$ cat src/common/cmr_pkg.sv
// Package for the CAN mode control and receive path block.
// Assumes a single 100 MHz clock and an APB register bus.
package cmr_pkg;
  // Register byte offsets
  localparam logic [7:0] CTRL_OFS    = 8'h00;
  localparam logic [7:0] STAT_OFS    = 8'h04;
  localparam logic [7:0] FLAG_OFS    = 8'h08;
  localparam logic [7:0] ERRCNT_OFS  = 8'h0C;
  localparam logic [7:0] FIFO_OFS    = 8'h10;
  localparam logic [7:0] BUFDIR_OFS  = 8'h14;
  localparam logic [7:0] RXFULL_OFS  = 8'h18;
  localparam logic [7:0] TIMING_OFS  = 8'h1C;
  localparam logic [7:0] MASK0_OFS   = 8'h20;
  localparam logic [7:0] FILT0_OFS   = 8'h40;
  localparam logic [7:0] FCFG0_OFS   = 8'h80;
  // Control and timing register field positions
  localparam int REQ_LSB     = 8;
  localparam int CUR_LSB     = 5;
  localparam int WAKFLT_BIT  = 14;
  localparam int TX_REQUEST_BIT_BIT   = 0;
  // Flag register bit positions
  localparam int FL_RXBUF    = 1;
  localparam int FL_OVR      = 2;
  localparam int FL_ERR      = 5;
  localparam int FL_WAKE     = 6;
  localparam int FL_IVR      = 7;
  localparam int FL_RX_WARNING_FLAG    = 9;
  localparam int FL_RX_PASSIVE_FLAG     = 11;
  localparam int FL_TX_ABORT_FLAG    = 16;
  // Reset values
  localparam logic [2:0] MODE_RESET  = 3'h4;
  localparam logic [4:0] FSA_RESET   = 5'h00;
  localparam logic [2:0] AREA_RESET  = 3'h0;
  // Counts
  localparam int IDLE_BITS    = 11;
  localparam int WARN_LEVEL   = 96;
  localparam int PASSIVE_LVL  = 127;
  localparam int MAX_OVERLOAD = 2;
  localparam int FIFO_PTR     = 15;
  localparam logic [15:0] BIT_DIV_RESET = 16'h0064;
  localparam int WAKE_FILT_NS = 50;
  localparam int CLK_NS       = 10;
  localparam int WAKE_FILT_CYC = (WAKE_FILT_NS + CLK_NS - 1) / CLK_NS;

  typedef enum logic [2:0] {
    MODE_NORMAL = 3'h0, MODE_DISABLE = 3'h1, MODE_LOOPBACK = 3'h2,
    MODE_LISTEN = 3'h3, MODE_CONFIG = 3'h4, MODE_LISTEN_ALL = 3'h7
  } cmr_mode_type;

  // One frame from the assembly buffer
  typedef struct packed {
    logic        ext;
    logic [10:0] base_identifier;
    logic [17:0] extension_identifier;
    logic [3:0]  dlc;
    logic [63:0] data;
  } cmr_frame_type;

  // Per-filter configuration
  typedef struct packed {
    logic       enable;
    logic       filter_extended_select;
    logic [1:0] filter_mask_select;
    logic [3:0] filter_buffer_pointer;
  } cmr_fcfg_type;
endpackage

$ cat src/hw/cmr_core.sv
// CAN mode control and receive path: modes, idle detection, filters, buffers, rx errors.
// Assumes a protocol engine beside it that delivers bit ticks, tx bits, frame and error events.
//
// Contract
// Standard frames carry 11-bit base id; extended add 18-bit extension.
// At most 2 overload frames in a row.
// Mode request applied and reported only after bus idle of 11 recessive bits.
// Init mode: no tx or rx, clear error counters, keep flags.
// Config registers writable only in configuration mode.
// No entry to configuration mode while a transmission runs.
// Request 001 enters disable after idle, reports 001, releases pins.
// Disable: no tx/rx, wake flag still set, flags and counters kept.
// Wake filter enable low-pass filters the receive input while asleep.
// Disable during 11-bit wait aborts pending tx, sets abort, clears request.
// Request 000: normal mode, owns pins, sends and receives.
// Listen-only: passive, no error flags or acks, counters frozen, tx released.
// Request 111: ignore errors, accept all, store partial frame on error.
// Loopback: internal tx to internal rx, both pins released.
// 32 receive buffers, first 8 direction-selectable, first 16 filterable.
// Store only on filter match, set rx flag; hardware sets, software clears.
// Pointer 1111 stores to next free FIFO buffer from start to area end.
// 4-bit pointer picks buffer; filters match only same frame format.
// Zero mask bit matches anything; each filter picks one of three masks.
// Rx errors add one to counter; warning flag at 96.
// Counter above 127 sets error-passive flag.
// Rx flag after end of frame; per-buffer flag; overrun and invalid flags.
// Count recessive bits, restart on dominant, apply mode at threshold.
//
// Design decisions made here: the register offsets and register access over APB.
module cmr_core
  import cmr_pkg::*;
#(
  parameter int NUM_FILT = 16,
  parameter int NUM_BUF  = 32
) (
  input  wire logic          clk,
  input  wire logic          reset_n,
  input  wire logic          psel,
  input  wire logic          penable,
  input  wire logic          pwrite,
  input  wire logic [7:0]    paddr,
  input  wire logic [31:0]   pwdata,
  output logic      [31:0]   prdata,
  output logic               pready,
  output logic               pslverr,
  input  wire logic          bus_receive_pin,
  output logic               bus_transmit_pin,
  output logic               bus_transmit_oe,
  input  wire logic          sleep_req,
  input  wire logic          eng_tx_bit,
  input  wire logic          eng_tx_busy,
  input  wire logic          eng_bit_tick,
  input  wire logic          eng_frame_done,
  input  wire cmr_frame_type eng_frame,
  input  wire logic          eng_err_crc,
  input  wire logic          eng_err_stuff,
  input  wire logic          eng_err_form,
  input  wire logic          eng_overload_req,
  output logic               rx_bit,
  output logic               rx_enable,
  output logic               tx_enable,
  output logic               ack_enable,
  output logic               err_flag_enable,
  output logic               overload_grant,
  output logic               buf_we,
  output logic [4:0]         buf_index,
  output cmr_frame_type      buf_frame
);
  ////////////////////////////////////////////////////////////////////////////
  logic [2:0]  mode_request_field;
  logic [2:0]  current_mode_field;
  logic        wake_filter_enable;
  logic        tx_request_bit;
  logic [31:0] flags;
  logic [7:0]  rx_error_counter;
  logic [4:0]  fifo_start_field;
  logic [2:0]  buffer_area_size;
  logic [7:0]  buffer_direction_select;
  logic [31:0] rx_full;
  logic [4:0]  fifo_next;
  logic [15:0] bit_timing;
  logic [28:0] mask [3];
  logic [28:0] filt [NUM_FILT];
  cmr_fcfg_type fcfg [NUM_FILT];
  logic [3:0]  idle_cnt;
  logic [1:0]  ovl_cnt;
  logic        rx_s1, rx_s2;
  logic [3:0]  wake_cnt;
  logic        rx_filt, rx_prev;
  logic        cfg_mode, wr, rd, asleep, rd_ready;

  assign cfg_mode = current_mode_field == MODE_CONFIG;
  assign wr       = psel && penable && pwrite;
  assign rd       = psel && penable && !pwrite;
  // Reads take one wait state so prdata comes from a flop and stands with pready
  assign pready   = pwrite || rd_ready;
  assign pslverr  = 1'b0;
  assign asleep   = sleep_req || current_mode_field == MODE_DISABLE;

  // Masked compare, zero mask bit matches
  function automatic logic id_match(input logic [28:0] id, input logic [28:0] f,
                                    input logic [28:0] m);
    return ((id ^ f) & m) == 29'h0;
  endfunction

  function automatic logic [28:0] frame_id(input cmr_frame_type fr);
    // id width by format
    return fr.ext ? {fr.base_identifier, fr.extension_identifier}
                  : {fr.base_identifier, 18'h0};
  endfunction

  ////////////////////////////////////////////////////////////////////////////
  // Receive pin synchroniser and wake filter
  always_ff @(posedge clk or negedge reset_n) begin
    if (!reset_n) begin
      rx_s1 <= 1'b1;
      rx_s2 <= 1'b1;
    end else begin
      rx_s1 <= bus_receive_pin;
      rx_s2 <= rx_s1;
    end
  end

  // low-pass while asleep
  always_ff @(posedge clk or negedge reset_n) begin
    if (!reset_n) begin
      wake_cnt <= 4'h0;
      rx_filt  <= 1'b1;
    end else if (!(wake_filter_enable && asleep) || rx_s2 == rx_filt) begin
      wake_cnt <= 4'h0;
      rx_filt  <= rx_s2;
    end else if (wake_cnt == 4'(WAKE_FILT_CYC - 1)) begin
      wake_cnt <= 4'h0;
      rx_filt  <= rx_s2;
    end else begin
      wake_cnt <= wake_cnt + 4'h1;
    end
  end

  // loopback routes internal tx to rx
  always_comb begin
    if (current_mode_field == MODE_LOOPBACK)
      rx_bit = eng_tx_bit;
    else
      rx_bit = rx_s2;
  end

  ////////////////////////////////////////////////////////////////////////////
  // idle bit counter
  always_ff @(posedge clk or negedge reset_n) begin
    if (!reset_n)
      idle_cnt <= 4'h0;
    else if (eng_bit_tick) begin
      if (!rx_bit)
        idle_cnt <= 4'h0;
      else if (idle_cnt != 4'(IDLE_BITS))
        idle_cnt <= idle_cnt + 4'h1;
    end
  end

  // mode switch at idle
  always_ff @(posedge clk or negedge reset_n) begin
    if (!reset_n)
      current_mode_field <= MODE_RESET;
    else if (mode_request_field != current_mode_field && idle_cnt == 4'(IDLE_BITS)) begin
      // config waits for tx end
      if (!(mode_request_field == MODE_CONFIG && eng_tx_busy))
        current_mode_field <= mode_request_field;
    end
  end

  // pin ownership and path enables
  always_comb begin
    tx_enable       = current_mode_field == MODE_NORMAL ||
                      current_mode_field == MODE_LOOPBACK;
    rx_enable       = !(current_mode_field == MODE_CONFIG ||
                        current_mode_field == MODE_DISABLE);
    ack_enable      = current_mode_field == MODE_NORMAL;
    err_flag_enable = current_mode_field == MODE_NORMAL;
    bus_transmit_oe = current_mode_field == MODE_NORMAL;
    bus_transmit_pin = bus_transmit_oe ? eng_tx_bit : 1'b1;
  end

  // overload frame limit
  always_ff @(posedge clk or negedge reset_n) begin
    if (!reset_n)
      ovl_cnt <= 2'h0;
    else if (eng_frame_done)
      ovl_cnt <= 2'h0;
    else if (eng_overload_req && overload_grant)
      ovl_cnt <= ovl_cnt + 2'h1;
  end
  assign overload_grant = ack_enable && ovl_cnt < 2'(MAX_OVERLOAD);

  ////////////////////////////////////////////////////////////////////////////
  // Acceptance
  logic        hit;
  logic [3:0]  hit_ptr;
  logic        any_err, accept_all;
  logic [4:0]  tgt;
  logic        store;
  logic [4:0]  area_end;

  assign any_err    = eng_err_crc || eng_err_stuff || eng_err_form;
  assign accept_all = current_mode_field == MODE_LISTEN_ALL;
  assign area_end   = 5'((6'h1 << buffer_area_size) * 6'h4 > 6'd32 ? 6'd31 :
                         (6'h1 << buffer_area_size) * 6'h4 - 6'h1);

  always_comb begin
    hit     = 1'b0;
    hit_ptr = 4'h0;
    for (int i = NUM_FILT - 1; i >= 0; i--) begin
      // format and mask compare
      if (fcfg[i].enable && fcfg[i].filter_extended_select == eng_frame.ext &&
          fcfg[i].filter_mask_select != 2'h3 &&
          id_match(frame_id(eng_frame), filt[i], mask[fcfg[i].filter_mask_select])) begin
        hit     = 1'b1;
        hit_ptr = fcfg[i].filter_buffer_pointer;
      end
    end
    // FIFO pointer goes to next free slot
    tgt = (hit_ptr == 4'(FIFO_PTR) || accept_all && !hit) ? fifo_next : {1'b0, hit_ptr};
    // first 8 must be clear to receive
    store = rx_enable && (hit || accept_all) &&
            !(tgt < 5'h8 && buffer_direction_select[tgt[2:0]]);
  end

  // partial frame stored on error in listen-all
  logic do_store;
  assign do_store  = store && (eng_frame_done || accept_all && any_err);
  assign buf_we    = do_store && !rx_full[tgt];
  assign buf_index = tgt;
  assign buf_frame = eng_frame;

  // FIFO next pointer wraps from area end back to start
  always_ff @(posedge clk or negedge reset_n) begin
    if (!reset_n)
      fifo_next <= FSA_RESET;
    else if (cfg_mode)
      fifo_next <= fifo_start_field;
    else if (buf_we && tgt == fifo_next)
      fifo_next <= (fifo_next >= area_end) ? fifo_start_field : fifo_next + 5'h1;
  end

  ////////////////////////////////////////////////////////////////////////////
  // rx error counter
  always_ff @(posedge clk or negedge reset_n) begin
    if (!reset_n)
      rx_error_counter <= 8'h00;
    else if (cfg_mode)
      rx_error_counter <= 8'h00;
    else if (any_err && err_flag_enable && rx_error_counter != 8'hFF)
      rx_error_counter <= rx_error_counter + 8'h01;
  end

  // Flags: hardware set wins over a clearing write
  logic [31:0] set_f, clr_f;
  logic        tx_abort;
  // disable during idle wait aborts tx
  assign tx_abort = tx_request_bit && mode_request_field == MODE_DISABLE &&
                    !eng_tx_busy && idle_cnt != 4'(IDLE_BITS);
  always_comb begin
    set_f = 32'h0;
    // rx flag at frame end
    set_f[FL_RXBUF] = buf_we;
    set_f[FL_OVR]   = do_store && rx_full[tgt];
    set_f[FL_IVR]   = any_err && rx_enable;
    set_f[FL_RX_WARNING_FLAG] = rx_error_counter >= 8'(WARN_LEVEL);
    set_f[FL_RX_PASSIVE_FLAG]  = rx_error_counter > 8'(PASSIVE_LVL);
    set_f[FL_ERR]   = set_f[FL_OVR] || set_f[FL_IVR] ||
                      (rx_error_counter == 8'(WARN_LEVEL - 1) && any_err);
    // wake on activity while disabled
    set_f[FL_WAKE]  = current_mode_field == MODE_DISABLE && rx_prev && !rx_filt;
    set_f[FL_TX_ABORT_FLAG] = tx_abort;
    clr_f = (wr && paddr == FLAG_OFS) ? pwdata : 32'h0;
  end

  always_ff @(posedge clk or negedge reset_n) begin
    if (!reset_n) begin
      flags   <= 32'h0;
      rx_prev <= 1'b1;
    end else begin
      flags   <= (flags & ~clr_f) | set_f;
      rx_prev <= rx_filt;
    end
  end

  // Per-buffer full flags
  always_ff @(posedge clk or negedge reset_n) begin
    if (!reset_n)
      rx_full <= 32'h0;
    else
      rx_full <= (rx_full & ~((wr && paddr == RXFULL_OFS) ? pwdata : 32'h0)) |
                 (buf_we ? 32'h1 << tgt : 32'h0);
  end

  ////////////////////////////////////////////////////////////////////////////
  // Register writes
  always_ff @(posedge clk or negedge reset_n) begin
    if (!reset_n) begin
      mode_request_field      <= MODE_RESET;
      tx_request_bit          <= 1'b0;
      wake_filter_enable      <= 1'b0;
      fifo_start_field        <= FSA_RESET;
      buffer_area_size        <= AREA_RESET;
      buffer_direction_select <= 8'h00;
      bit_timing              <= BIT_DIV_RESET;
      for (int i = 0; i < 3; i++) mask[i] <= 29'h0;
      for (int i = 0; i < NUM_FILT; i++) begin
        filt[i] <= 29'h0;
        fcfg[i] <= '0;
      end
    end else begin
      if (tx_abort)
        tx_request_bit <= 1'b0;
      if (wr && paddr == CTRL_OFS) begin
        mode_request_field <= pwdata[REQ_LSB +: 3];
        if (!tx_abort)
          tx_request_bit <= pwdata[TX_REQUEST_BIT_BIT];
      end
      // config-only writes
      if (wr && cfg_mode) begin
        if (paddr == TIMING_OFS) begin
          bit_timing         <= pwdata[15:0];
          wake_filter_enable <= pwdata[WAKFLT_BIT];
        end
        if (paddr == FIFO_OFS) begin
          fifo_start_field <= pwdata[4:0];
          buffer_area_size <= pwdata[15:13];
        end
        if (paddr == BUFDIR_OFS)
          buffer_direction_select <= pwdata[7:0];
        for (int i = 0; i < 3; i++)
          if (paddr == MASK0_OFS + 8'(4 * i)) mask[i] <= pwdata[28:0];
        for (int i = 0; i < NUM_FILT; i++) begin
          if (paddr == FILT0_OFS + 8'(4 * i)) filt[i] <= pwdata[28:0];
          if (paddr == FCFG0_OFS + 8'(4 * i)) fcfg[i] <= pwdata[7:0];
        end
      end
    end
  end

  // Read wait state: data loaded in the first access cycle, ready in the second
  always_ff @(posedge clk or negedge reset_n) begin
    if (!reset_n)
      rd_ready <= 1'b0;
    else
      rd_ready <= rd && !rd_ready;
  end

  // Register reads, unmapped reads as zero
  always_ff @(posedge clk or negedge reset_n) begin
    if (!reset_n)
      prdata <= 32'h0;
    else if (rd && !rd_ready) begin
      prdata <= 32'h0;
      unique case (paddr)
        CTRL_OFS:   prdata <= {21'h0, mode_request_field, current_mode_field, 4'h0,
                               tx_request_bit};
        FLAG_OFS:   prdata <= flags;
        ERRCNT_OFS: prdata <= {24'h0, rx_error_counter};
        FIFO_OFS:   prdata <= {16'h0, buffer_area_size, 3'h0, fifo_next, 5'h0};
        RXFULL_OFS: prdata <= rx_full;
        TIMING_OFS: prdata <= {16'h0, wake_filter_enable, bit_timing[14:0]};
        default:    prdata <= 32'h0;
      endcase
    end
  end

  ////////////////////////////////////////////////////////////////////////////
  property p_mode_idle;
    @(posedge clk) disable iff (!reset_n)
      current_mode_field != $past(current_mode_field) |-> $past(idle_cnt) == 4'(IDLE_BITS);
  endproperty
  a_mode_idle: assert property (p_mode_idle) else $error("mode changed off idle");
  property p_cfg_clear;
    @(posedge clk) disable iff (!reset_n) cfg_mode |=> rx_error_counter == 8'h00;
  endproperty
  a_cfg_clear: assert property (p_cfg_clear) else $error("counter not cleared");
  property p_lock;
    @(posedge clk) disable iff (!reset_n)
      !cfg_mode && !$past(cfg_mode) ##0 $stable(cfg_mode) |-> $stable(buffer_area_size);
  endproperty
  a_lock: assert property (p_lock) else $error("locked register changed");
  property p_no_cfg_tx;
    @(posedge clk) disable iff (!reset_n)
      $rose(cfg_mode) |-> !$past(eng_tx_busy);
  endproperty
  a_no_cfg_tx: assert property (p_no_cfg_tx) else $error("config during tx");
  property p_listen;
    @(posedge clk) disable iff (!reset_n)
      current_mode_field == MODE_LISTEN |-> !bus_transmit_oe && !ack_enable ##1
      rx_error_counter == $past(rx_error_counter);
  endproperty
  a_listen: assert property (p_listen) else $error("listen not passive");
  property p_ovl;
    @(posedge clk) disable iff (!reset_n) ovl_cnt <= 2'(MAX_OVERLOAD);
  endproperty
  a_ovl: assert property (p_ovl) else $error("too many overloads");
  property p_store;
    @(posedge clk) disable iff (!reset_n) buf_we |=> flags[FL_RXBUF] && rx_full[$past(tgt)];
  endproperty
  a_store: assert property (p_store) else $error("store flag missing");
  property p_warn;
    @(posedge clk) disable iff (!reset_n) rx_error_counter >= 8'(WARN_LEVEL) |=> flags[FL_RX_WARNING_FLAG];
  endproperty
  a_warn: assert property (p_warn) else $error("warning flag missing");
  property p_passive;
    @(posedge clk) disable iff (!reset_n) rx_error_counter > 8'(PASSIVE_LVL) |=> flags[FL_RX_PASSIVE_FLAG];
  endproperty
  a_passive: assert property (p_passive) else $error("passive flag missing");
  property p_abort;
    @(posedge clk) disable iff (!reset_n) tx_abort |=> !tx_request_bit && flags[FL_TX_ABORT_FLAG];
  endproperty
  a_abort: assert property (p_abort) else $error("abort not taken");
endmodule

$ cat config.mk
export PLATFORM = sky130hd
export DESIGN_NAME = cmr_core
export DESIGN_NICKNAME = d
export VERILOG_FILES = /design/src/common/cmr_pkg.sv /design/src/hw/cmr_core.sv
export SDC_FILE = /design/constraint.sdc
export NUM_CORES = 2
export LEC_CHECK = 0
export BUFFER_PORTS_ARGS = -buffer_cell sky130_fd_sc_hd__buf_2
export CAP_MARGIN = 20
export CORE_ASPECT_RATIO = 0.9
export CORE_MARGIN = 2
export CORE_UTILIZATION = 35
export DETAILED_ROUTE_END_ITERATION = 7
export SYNTH_ARGS = -nofsm -noshare
export SYNTH_HDL_FRONTEND = slang
export SYNTH_SLANG_ARGS = --single-unit
$ cat constraint.sdc
create_clock -name clk -period 7.6 [get_ports clk]
set_clock_uncertainty 0.15 [all_clocks]
set_input_delay 1.52 -clock clk [delete_from_list [all_inputs] [get_ports clk]]
set_output_delay 1.52 -clock clk [all_outputs]
set_load 0.01 [all_outputs]
==> results by group <==
Setup path
  • Critical path's slowest cell: or4_4
  • R2R setup slack: -10 ps
  • Worst Setup End Kind: primary output
  • CP arrival: about 6200 ps
  • Crit path required time: 5930 ps
  • Reg2Reg Launch Point: mask[2]
  • Kind of start point of the critical path: primary input
  • Crit-path cells: bufbuf_16 > nand2_2 > buf_12 > xor2_2 > o22ai_1 > or4_4 > buf_4 > nor4_1 > buf_4 > nor2_1 > o221a_2 > o2111ai_2 > o21ai_2 > buf_6 > o21a_4 > nand4b_4 > and2_4 > buf_6 > mux2i_2 > a32oi_1 > o211ai_1 > a32o_2 > and2_4 > buf_6
  • Worst Setup Path Type: primary input to primary output
  • Largest fanout on the critical path: 7
  • Slowest stage delay, CP: between 500 and 600 ps
  • R2R cell count: 38
  • Most frequent cell on the critical path: buf_6
  • Reg-to-Reg End: flags[5]

Logic synthesis
  • Yosys cell types: 106
  • Post-synth EDFFs: 0
  • YS warnings: 0
  • Avg Cell Area, Syn: between 10 and 15 sq um
  • Top cells by area, synth: dfrtp_1, mux2_2, mux2i_1
  • Register area share after synthesis: about two fifths
  • Syn_nets: 5314
  • FFs w/ async S/R, synth: 100%
  • Top_reg_cell synth: dfrtp_1
  • Number of synthesized register bits: approximately 840
  • Mapped Area: around 55000 sq um
  • Leading area contributor after synthesis: dfrtp_1
  • Post-synth top area share: 38.1%
  • Post-Synthesis Cells: slightly above 5000

Drt
  • Routed vias: roughly 50000
  • DR iter-0 viols: about 7600
  • 1st-pass router iterations: 8
  • DRC viols: 0
  • Final ANT Viol Nets: 0
  • Routed vias/inst: around 6.6
  • Final WL: about 300 mm
  • Drt wl/cell: just under 40 um

Final layout
  • Area occupied by multi-input gates: 31400 sq um
  • Register area: about 21000 sq um
  • Area added between synthesis and finish: 22.3%
  • Share of layout cells above drive strength 1: between 30 and 40%
  • Fin nets: about 5700
  • Fin cells: 7736
  • Filler cells: around 15000

Floorplan
  • Rows: 137
  • IO Count: between 200 and 300
  • Die width: around 420 um
  • Core Area: approximately 150000 sq um
  • Initial Utilization: between 30% and 40%
  • Die height: around 380 um
  • Die ar.: 159000 sq um

Clock network
  • CTS tree: yes
  • Clk root buf: clkbuf_16
  • Htree depth: 3
  • Clk sinks: 841
  • Hold_buf cts: 0
  • CTS clk-pin slew, worst paths: roughly 60 ps
  • CTS buffer count: 95
  • Clock Latency Late Sink: ~770 ps
  • Deepest clock path buffer count: 3

Placement
  • Post-Place Worst Slack: -1090 ps
  • # port buffers: approximately 160
  • Hpwl dp: approximately 200 mm
  • Routability cong.: 1.03
  • Placed cell count: roughly 7500

Run
  • Maximum Capacitance Violations: 0

STA
  • Slew at the pin closest to its max-slew limit: 1270 ps
  • Setup slack after layout: -271 ps
  • Fmax: about 130 MHz
  • Rel. slew slack: 15.6%
  • Final clock period utilization by the worst path: 104%
  • Setup Viol. Count Final: 2
  • RSZ-0062 raised after global routing: yes
  • Minimum clock period: 7870 ps
  • Final Max Tran Viols: 0
  • Hold Vio Cnt, Final: 0

Worst hold path
  • Min-Delay Startpoint: rx_s1
  • Worst hold path class: flip-flop to flip-flop
  • Hold path cells: 0
  • Endpoint, Worst Hold: rx_s2

GRT
  • Vias in the first global route: a little under 50000
  • Largest net degree at the start of global routing: 150
  • GRT overflow: 0
  • First-pass GRT wire length: between 400 and 500 mm
  • Antenna violations before repair: 30
  • GRT Util Overall: between 30% and 40%

Run status
  • Failing checks: negative setup slack
  • Status: complete, but fails checks

Power and ir drop
  • Leakage power: 28.8 nW
  • Worst vdd ir: 0.000158 V
  • PwrDens: 167 nW/um^2
synthesized netlist by cell type (10+ instances only):
| cell type | n |
|---|---|
| mux2i_1 | 461 |
| a221oi_1 | 12 |
| a31oi_1 | 15 |
| a211oi_1 | 25 |
| a21boi_0 | 27 |
| and3_1 | 20 |
| xor2_1 | 174 |
| a22oi_1 | 300 |
| buf_6 | 17 |
| ha_1 | 10 |
| a2bb2oi_1 | 17 |
| nor2b_1 | 45 |
| nand2b_1 | 44 |
| a222oi_1 | 20 |
| o22ai_1 | 28 |
| nor3b_1 | 11 |
| and2_1 | 11 |
| inv_1 | 62 |
| nor3_1 | 23 |
| buf_4 | 109 |
| a32o_1 | 10 |
| mux2_2 | 718 |
| clkbuf_1 | 398 |
| or4_1 | 15 |
| a21oi_1 | 75 |
| buf_1 | 65 |
| dfrtp_1 | 832 |
| o211ai_1 | 10 |
| xnor2_1 | 281 |
| o2bb2ai_1 | 377 |
| nor4_1 | 22 |
| nand2_1 | 245 |
| a22o_1 | 36 |
| a32oi_1 | 18 |
| nand4_1 | 87 |
| a2111oi_0 | 13 |
| buf_2 | 72 |
| nand3b_1 | 19 |
| nand3_1 | 60 |
| nor2_1 | 84 |
| a21o_1 | 17 |
| o2111ai_1 | 20 |
| o21ai_0 | 66 |
critical path, delay by kind of cell:
family / cells / cell delay, ps
AND/OR/NAND/NOR: 7 / 1570
AO/OA/AOI/OAI: 8 / 1370
buffers and inverters: 7 / 1280
XOR/XNOR: 1 / 210
multiplexers: 1 / 210
what timing repair did:
| item | in CTS | in global routing |
|---|---|---|
| gates resized for setup | 157 | 149 |
| setup endpoints to repair | 6 | 3 |
| gates cloned | 3 | 0 |
| pin swaps | 51 | 73 |
| setup buffers | 43 | 33 |
per-stage QoR:
step | setup TNS [ps] | hold slack [ps] | utilization, % | power, mW | cell area (sq um)
final | -316 | 209 | 43.1 | 11.2 | 66800
after global routing | -586 | 212 | 43.0 | 11.4 | 66700
after CTS | -387 | 211 | 42.4 | 11.1 | 65700
after detailed placement | -7610 | 202 | 39.4 | 6.04 | 61100
after global placement | -8150 | 197 | 39.4 | 6.03 | 61100
after floorplan | 0 | 195 | - | 5.31 | 54600
per-layer routing:
layer  part of all wire, %  GRT usage [%]  vias up
met5                 0.031          0.277        -
met4                   7.2           23.4       14
met3                    15           16.4     1059
met2                    39           49.8     3988
met1                    39           48.5    25800
li1                      -              -    19900
cells in the final DEF, fill, tap and decap left out, types with 147 or more instances in the layout:
| cell type | count |
|---|---|
| mux2_2 | 718 |
| nand2_1 | 232 |
| a22oi_1 | 279 |
| xor2_1 | 165 |
| o2bb2ai_1 | 377 |
| buf_2 | 147 |
| mux2i_1 | 456 |
| xnor2_1 | 259 |
| buf_4 | 676 |
| dfrtp_1 | 818 |
area by class of cell:
type,instances,area share [%]
antenna,31,0.116
sequential,841,31.6
clock buffer,131,4.02
clock inverter,44,0.941
inverter,65,0.365
tap,2085,3.91
timing repair buffer,959,12.1
multi-input combinational,3580,47.0
state kept, by name, indices dropped and copies added, names as in the netlist, 5 cells and up:
signal	count
buffer_direction_select	8
rx_full	32
fifo_start_field	5
filt	464
flags	32
prdata	32
fifo_next	5
fcfg	128
bit_timing	14
rx_error_counter	8
mask	87
kinds of logic (layout without fill, tap and decap cells):
logic type	after synthesis	count (layout)	synth area share [%]
buf+inv	731	1199	6.19
compound gates	1175	1175	17.0
simple gates	756	757	7.40
fa+ha+maj	10	10	0.229
xor+xnor	455	455	7.30
other cells	1	32	0.00687
mux	1182	1182	23.3
flops	841	841	38.6
worst max-delay path by stage:
| stage | to | slack [ps] | start |
|---|---|---|---|
| after floorplan | buf_we | 40 | eng_frame[93] |
| after global placement | buf_we | -1120 | eng_frame[97] |
| after detailed placement | buf_we | -1090 | eng_frame[97] |
| after CTS | buf_we | -180 | eng_frame[97] |
| after global routing | buf_we | -370 | eng_frame[97] |
| final | buf_we | -270 | eng_frame[97] |
report_power, final:
group | leakage (nW) | internal [mW] | switching [mW]
logic | 15.6 | 0.516 | 0.949
clock network | 1.61 | 2.83 | 2.19
registers | 11.6 | 4.56 | 0.127
Power figures use the tool's default switching activity.
